**src/pkg/brsq_pkg.sv**
```systemverilog
`default_nettype none
package brsq_pkg;
	// system clock and the processor bus phase reference
	localparam int unsigned CLK_HZ        = 40000000;
	localparam int unsigned PHASE_CLK_HZ  = 1987200;
	// phase clock divider: 40 MHz / 1.9872 MHz, rounded down to whole cycles
	localparam int unsigned PHASE_DIV     = CLK_HZ / PHASE_CLK_HZ;
	// board reset stretch and diagnostic hold tail, in ms
	localparam int unsigned STRETCH_MS    = 600;
	localparam int unsigned HOLD_MS       = 300;
	// counts in phase clock cycles
	localparam int unsigned STRETCH_TICKS = (PHASE_CLK_HZ / 1000) * STRETCH_MS;
	localparam int unsigned HOLD_TICKS    = (PHASE_CLK_HZ / 1000) * HOLD_MS;
	// watchdog reset pulse width, phase clock cycles
	localparam int unsigned WDOG_PULSE    = 2;
	// watchdog timeout default, phase clock cycles (arbitrary plain default)
	localparam int unsigned WDOG_TICKS    = 65536;
	localparam int unsigned CNT_W         = 24;
	// board reset states, gray coded along stretch -> run
	typedef enum logic [1:0] {
		BRSQ_STRETCH = 2'b00,
		BRSQ_RUN     = 2'b01,
		BRSQ_WDPULSE = 2'b11
	} brsq_state_t;
endpackage : brsq_pkg
`default_nettype wire

```
**src/core/brsq_top.sv**
```systemverilog
// Functional notes
// - board reset held ~600 ms after supply good
// - low main supply restarts reset stretch
// - test switch press restarts reset stretch
// - logic undervoltage asserts board reset
// - watchdog resets when software stops servicing
// - watchdog timeout gives two-phase-cycle reset pulse
// - hold goes high when board reset low
// - hold stays high 300 ms after release
// - hold blocks keyup and status-bus writes
// - expansion reset is inverse of hold
// - processor output may also assert expansion reset
// - durations counted in 2 MHz phase cycles (40 MHz / 20)
`timescale 1ns/1ps
`default_nettype none
module brsq_top #(
	parameter int unsigned STRETCH_TICKS = brsq_pkg::STRETCH_TICKS,
	parameter int unsigned HOLD_TICKS    = brsq_pkg::HOLD_TICKS,
	parameter int unsigned WDOG_TICKS    = brsq_pkg::WDOG_TICKS,
	parameter int unsigned PHASE_DIV     = brsq_pkg::PHASE_DIV
) (
	input  wire logic clk,
	input  wire logic rstn,
	input  wire logic logic_supply_good,
	input  wire logic main_supply_low,
	input  wire logic logic_undervolt,
	input  wire logic test_switch,
	input  wire logic wdog_service,
	input  wire logic cpu_exp_reset,
	input  wire logic keyup_req,
	input  wire logic status_bus_wr_req,
	output logic      board_reset_n,
	output logic      diag_hold,
	output logic      exp_reset_n,
	output logic      keyup_en,
	output logic      status_bus_wr_en,
	output logic      phase_tick
);
	localparam int unsigned CW = brsq_pkg::CNT_W;

	// saturating decrement used by all three timers
	function automatic logic [CW-1:0] dec_sat(input logic [CW-1:0] v);
		dec_sat = (v == '0) ? v : v - 1'b1;
	endfunction : dec_sat

	logic [7:0]    div_r, div_nxt;
	logic          tick_r, tick_nxt;
	brsq_pkg::brsq_state_t st_r, st_nxt;
	logic [CW-1:0] str_r, str_nxt;
	logic [CW-1:0] wd_r, wd_nxt;
	logic [CW-1:0] hold_r, hold_nxt;
	logic          brst_r, brst_nxt;
	logic          hold_q_r, hold_q_nxt;
	logic          exp_r, exp_nxt;
	logic          key_r, key_nxt;
	logic          wr_r, wr_nxt;
	logic          src;

	// any stretch source; supply not yet good counts as one
	assign src = !logic_supply_good || main_supply_low || test_switch;

	// phase clock enable from the system clock
	always_comb begin
		div_nxt  = div_r + 8'h01;
		tick_nxt = 1'b0;
		if (div_r == 8'(PHASE_DIV - 1)) begin
			div_nxt  = 8'h00;
			tick_nxt = 1'b1;
		end
	end

	// board reset sequencing: stretch, run, watchdog pulse
	always_comb begin
		st_nxt  = st_r;
		str_nxt = str_r;
		wd_nxt  = wd_r;
		case (st_r)
			brsq_pkg::BRSQ_STRETCH: begin
				wd_nxt = CW'(WDOG_TICKS);
				if (src) begin
					str_nxt = CW'(STRETCH_TICKS);
				end else if (tick_r) begin
					str_nxt = dec_sat(str_r);
					if (str_r <= 1) begin
						st_nxt = brsq_pkg::BRSQ_RUN;
					end
				end
			end
			brsq_pkg::BRSQ_RUN: begin
				if (src) begin
					st_nxt  = brsq_pkg::BRSQ_STRETCH;
					str_nxt = CW'(STRETCH_TICKS);
				end else if (wdog_service) begin
					wd_nxt = CW'(WDOG_TICKS);
				end else if (tick_r) begin
					wd_nxt = dec_sat(wd_r);
					if (wd_r <= 1) begin
						st_nxt  = brsq_pkg::BRSQ_WDPULSE;
						str_nxt = CW'(brsq_pkg::WDOG_PULSE);
					end
				end
			end
			brsq_pkg::BRSQ_WDPULSE: begin
				wd_nxt = CW'(WDOG_TICKS);
				if (src) begin
					st_nxt  = brsq_pkg::BRSQ_STRETCH;
					str_nxt = CW'(STRETCH_TICKS);
				end else if (tick_r) begin
					str_nxt = dec_sat(str_r);
					if (str_r <= 1) begin
						st_nxt = brsq_pkg::BRSQ_RUN;
					end
				end
			end
			default: begin
				st_nxt  = brsq_pkg::BRSQ_STRETCH;
				str_nxt = CW'(STRETCH_TICKS);
			end
		endcase
	end

	// outputs; undervoltage pulls reset low directly, like a passive pulldown
	always_comb begin
		brst_nxt = (st_nxt == brsq_pkg::BRSQ_RUN) && !logic_undervolt;
		hold_nxt = hold_r;
		hold_q_nxt = hold_q_r;
		if (!brst_r) begin
			hold_nxt   = CW'(HOLD_TICKS);
			hold_q_nxt = 1'b1;
		end else if (tick_r) begin
			hold_nxt = dec_sat(hold_r);
			if (hold_r <= 1) begin
				hold_q_nxt = 1'b0;
			end
		end
		if (!brst_nxt) begin
			hold_q_nxt = 1'b1;
		end
		// expansion reset follows hold; the processor can add to it
		exp_nxt = !(hold_q_nxt || cpu_exp_reset);
		key_nxt = keyup_req && !hold_q_nxt;
		wr_nxt  = status_bus_wr_req && !hold_q_nxt;
	end

	// registers; everything holds reset-safe values during rstn
	always_ff @(posedge clk) begin
		if (!rstn) begin
			div_r    <= 8'h00;
			tick_r   <= 1'b0;
			st_r     <= brsq_pkg::BRSQ_STRETCH;
			str_r    <= CW'(STRETCH_TICKS);
			wd_r     <= CW'(WDOG_TICKS);
			hold_r   <= CW'(HOLD_TICKS);
			brst_r   <= 1'b0;
			hold_q_r <= 1'b1;
			exp_r    <= 1'b0;
			key_r    <= 1'b0;
			wr_r     <= 1'b0;
		end else begin
			div_r    <= div_nxt;
			tick_r   <= tick_nxt;
			st_r     <= st_nxt;
			str_r    <= str_nxt;
			wd_r     <= wd_nxt;
			hold_r   <= hold_nxt;
			brst_r   <= brst_nxt;
			hold_q_r <= hold_q_nxt;
			exp_r    <= exp_nxt;
			key_r    <= key_nxt;
			wr_r     <= wr_nxt;
		end
	end

	assign board_reset_n    = brst_r;
	assign diag_hold        = hold_q_r;
	assign exp_reset_n      = exp_r;
	assign keyup_en         = key_r;
	assign status_bus_wr_en = wr_r;
	assign phase_tick       = tick_r;
endmodule : brsq_top
`default_nettype wire

```
**config.mk**
```make
export PLATFORM = sky130hd
export DESIGN_NAME = brsq_top
export DESIGN_NICKNAME = d
export VERILOG_FILES = /design/src/pkg/brsq_pkg.sv /design/src/core/brsq_top.sv
export SDC_FILE = /design/constraint.sdc
export NUM_CORES = 1
export LEC_CHECK = 0
export BUFFER_PORTS_ARGS = -buffer_cell sky130_fd_sc_hd__clkbuf_2
export CAP_MARGIN = 10
export CORE_MARGIN = 2
export CORE_UTILIZATION = 45
export CTS_CLUSTER_DIAMETER = 100
export DETAILED_ROUTE_END_ITERATION = 8
export PLACE_DENSITY = 0.68
export SYNTH_ARGS = -nofsm -noshare
export SYNTH_HDL_FRONTEND = slang
export SYNTH_SLANG_ARGS = --single-unit
```
**constraint.sdc**
```tcl
create_clock -name clk -period 3.6 [get_ports clk]
set_input_delay 0.36 -clock clk [delete_from_list [all_inputs] [get_ports clk]]
set_output_delay 0.36 -clock clk [all_outputs]
set_load 0.01 [all_outputs]
```
==> impl_summary.md <==
Logic synthesis
The total of warnings raised by yosys is 0. After technology mapping, the gate count stands at 552. Synthesis produced a netlist with a net count of 574.

Yosys mapped a number of flops with a built-in enable equal to 0. The area share of the largest cell type after synthesis is 0.385. The biggest area contributor in the post-synthesis netlist is sky130_fd_sc_hd__dfxtp_1.

Averaged over all synthesized cells, the footprint is 8.30 um^2. By instance count, the leading cell after synthesis is sky130_fd_sc_hd__dfxtp_1. In the post-synthesis netlist, the biggest area contributors are sky130_fd_sc_hd__dfxtp_1, sky130_fd_sc_hd__nor2_1, sky130_fd_sc_hd__or3_1. After synthesis, the most frequently instantiated cells are sky130_fd_sc_hd__dfxtp_1, sky130_fd_sc_hd__nor2_1, sky130_fd_sc_hd__nand2_1. The mapped netlist covers 4580 um^2.

The part of the Yosys area used for sequential elements is 0.385. In the synthesized netlist the async set-or-reset flop fraction comes to 0. Among all flip-flop cells after synthesis, the most frequent one is sky130_fd_sc_hd__dfxtp_1.

The register bit count reported by yosys is 88. The number of different library cells used by synthesis comes to 64.

Setup path
The end of the worst register-to-register path is wd_r[2]. STA classifies the critical path endpoint as a flip-flop. At the worst endpoint, the required time is 3820 ps. The signal on the critical path passes through inv_1 > ha_1 > nor2b_1 > or2_2 > a311oi_1 > or2_1 > nor2_1. At the worst endpoint, the arrival time is 3010 ps.

The setup slack on the worst flop-to-flop path is 810 ps. Among all stages on the critical path, the largest delay is contributed by sky130_fd_sc_hd__a311oi_1. In this design, the stage delay of the slowest critical-path cell is 580 ps. STA classifies the critical path startpoint as a flip-flop. The worst reg-to-reg path cell count is 7. By startpoint and endpoint, the worst setup path is classified as flip-flop to flip-flop. The beginning of the worst register-to-register path is st_r[0]. Of all nets on the critical path, the largest fanout is 17.

Clock tree
The clock latency on the worst-skew pair is 350 ps. The buffer count from post-CTS setup fixing is 0. Counting the buffers created by CTS gives 9.

The TritonCTS clock tree is yes. The post-cts sizing count is 0. The clock root buffer is sky130_fd_sc_hd__clkbuf_8. Clock tree synthesis found a total of 88 sinks. In this run the deepest clock path goes through 2 buffers. The maximum level of the CTS H-tree is 3. After clock tree synthesis, the clock-pin slew on the worst setup and hold paths is 90 ps.

In this run, post-CTS hold repair placed 0 buffers.

Hold path
The startpoint of the worst hold path is cpu_exp_reset. The tightest min-delay check is of the input pin to flip-flop type. The worst hold path passes through 2 cells. The end point of the worst hold path is exp_reset_n.

Power and ir drop
The switching portion of total power is 0.245. Dividing total power by cell area gives a power density of 336 nW/um^2. The analysis attributes to net switching a power of 0.000407 W. The power after layout is 0.00166 W. The peak ir drop on the vdd network is 0.292 mV. The internal power of the cells totals 0.00125 W. The share of total power dissipated in combinational logic is 0.026. Of the total power, registers draw 0.590. The part of the total power dissipated in the clock network is 0.384. The total leakage power is 1.79 nW.

STA
Clock skew on the completed layout was measured at 15.4 ps. The number of setup violations in the final report is 0. The timing-limited maximum frequency is 0.359 GHz. Setup repair after global routing left no endpoint under its margin. The hold violation count in the final report is 0.

For the pin with the worst max-slew slack, the measured transition is 676 ps. Dividing the final minimum period by the clock period gives 0.775. The shortest period the worst path allows is 2790 ps.

For the final routed database, the setup TNS stands at 0 ps. Once routing completed, OpenROAD measured the worst setup slack at 811 ps. The relative slew slack is 0.545.

The max-slew violation count is 0.

Finish
0 antenna diodes ended up in the layout. Once layout is complete, the utilization of the core stands at 0.504. The area growth from synthesis to layout is 8.06%. The filler cells instantiated in the layout total 968. The final layout contains 583 nets.

Of the cells placed in the final design, the portion with a size suffix greater than 1 is 0.102.

GRT
The initial antenna violation count came to 0. The first global-routing pass estimated 17600 um of wire. Entering global routing, the biggest net connects 20 pins. Summed over all layers, the global routing overflow is 0. The number of global-route vias before repair came to 3764.

The all-layer global routing usage is 0.190.

Floorplanning
The number of placement rows is 36. During I/O placement, the number of pins put on the boundary was 16. The floorplan step defined a die boundary enclosing 11000 um^2.

The horizontal die dimension is 105 um. The floorplan step defined a core boundary enclosing 9820 um^2. The initial utilization of the core area, before any placement, comes to 0.466. The die height is 105 um.

Drt
Before antenna repair, the detailed router went through 5 iterations. The remaining antenna violation count is 0. The final routed DRC violation total is 0. The initial detailed-routing violation count is 183.

The total number of vias is 4043. In the routed layout, each cell is associated on average with a via count of 5.78. Summed over all layers, the routed wires come to 10000 um. In the final routed layout, each cell accounts on average for 14.3 um.

Run
The max capacitance violation total is 0.

Place
Detailed placement ended at an HPWL of 7260 um. Buffers placed on the I/O ports in this run total 15. At the placement stage, the worst setup path has a slack of 793 ps. Routability-driven placement finished with a final weighted congestion of 0.841.

Outcome
The flow ran to the end, and the final reports show no timing, DRC or antenna violations.
registers in the layout, summed over array words and instances, names as in the netlist:
register / count
diag_hold: 1
st_r: 2
board_reset_n: 1
status_bus_wr_en: 1
div_r: 8
hold_r: 24
keyup_en: 1
wd_r: 24
exp_reset_n: 1
phase_tick: 1
str_r: 24
cells by family after synthesis:
logic type	Yosys count	synth area share
buf+inv	33	0.0281
xor+xnor	34	0.0650
mux	3	0.00656
flops	88	0.385
fa+ha+maj	12	0.0328
compound gates	112	0.154
simple gates	270	0.329
worst max-delay path by stage:
stage,start,to,slack (ps),cells after the start
finish,st_r[0],wd_r[2],810,7
global route,st_r[1],wd_r[8],590,7
CTS,st_r[0],wd_r[5],780,7
detailed placement,main_supply_low,wd_r[9],790,8
global placement,main_supply_low,wd_r[9],850,8
floorplan,st_r[0],wd_r[12],1040,10
power groups by stage:
stage | Clock (W) | Combinational, W | Sequential, W
after floorplan | 0 | 0.0000274 | 0.00100
after global placement | 0 | 0.0000425 | 0.00100
after detailed placement | 0 | 0.0000434 | 0.00100
after CTS | 0.000654 | 0.0000439 | 0.000980
after global routing | 0.000695 | 0.0000486 | 0.000981
final | 0.000638 | 0.0000436 | 0.000980
area by class of cell:
type                            instances  area, um^2  area share
Inverter                               12        45.0     0.00910
Tap cell                              133         166      0.0336
Sequential cell                        88        1760       0.356
Clock buffer                           10         128      0.0258
Multi-Input combinational cell        431        2690       0.544
Clock inverter                          6        50.0      0.0101
Timing Repair Buffer                   19         105      0.0212
cells in the final DEF, fill, tap and decap left out, drive strengths merged, types with 3 or more instances in the layout:
| master | netlist | layout |
|---|---|---|
| o211ai | 7 | 7 |
| nor2 | 70 | 70 |
| dfxtp | 88 | 88 |
| clkbuf | 15 | 25 |
| nor3 | 20 | 20 |
| buf | 6 | 4 |
| and4 | 3 | 3 |
| o31ai | 9 | 9 |
| o41ai | 3 | 3 |
| a211oi | 3 | 3 |
| nand3 | 13 | 13 |
| nor4 | 16 | 16 |
| ha | 12 | 12 |
| or4 | 22 | 22 |
| nand3b | 3 | 3 |
| nand2b | 5 | 5 |
| o21ai | 26 | 26 |
| and3 | 6 | 6 |
| or2 | 9 | 9 |
| xnor2 | 18 | 18 |
| clkinv | 1 | 3 |
| a21o | 3 | 3 |
| nand4 | 13 | 13 |
| nand2 | 41 | 41 |
| and2 | 4 | 4 |
| nor4b | 3 | 3 |
| a21oi | 39 | 39 |
| inv | 11 | 14 |
| or3 | 36 | 36 |
| xor2 | 16 | 16 |
| mux2i | 3 | 3 |
layer usage:
layer  GRT usage  vias to the layer above  routed length, um
met5           0                        -                  0
met3      0.0299                       21                314
met1       0.250                     1897               4840
li1            -                     2038                  -
met2       0.315                       87               4710
met4      0.0657                        0                149
critical path: cells and delay by family, from the launching register on:
family | cells | cell delay (ps)
AO/OA/AOI/OAI | 1 | 580
adder cells (fa/ha/maj) | 1 | 450
buffers and inverters | 1 | 80
flip-flops | 1 | 390
AND/OR/NAND/NOR | 4 | 1160
metrics by stage:
step	hold slack [ps]	cells	cell area, um^2
after global routing	136	699	4950
after detailed placement	463	683	4770
after floorplan	430	552	4580
after global placement	452	683	4770
after CTS	137	699	4950
final	152	699	4950
(Power assumes the default switching activity.)
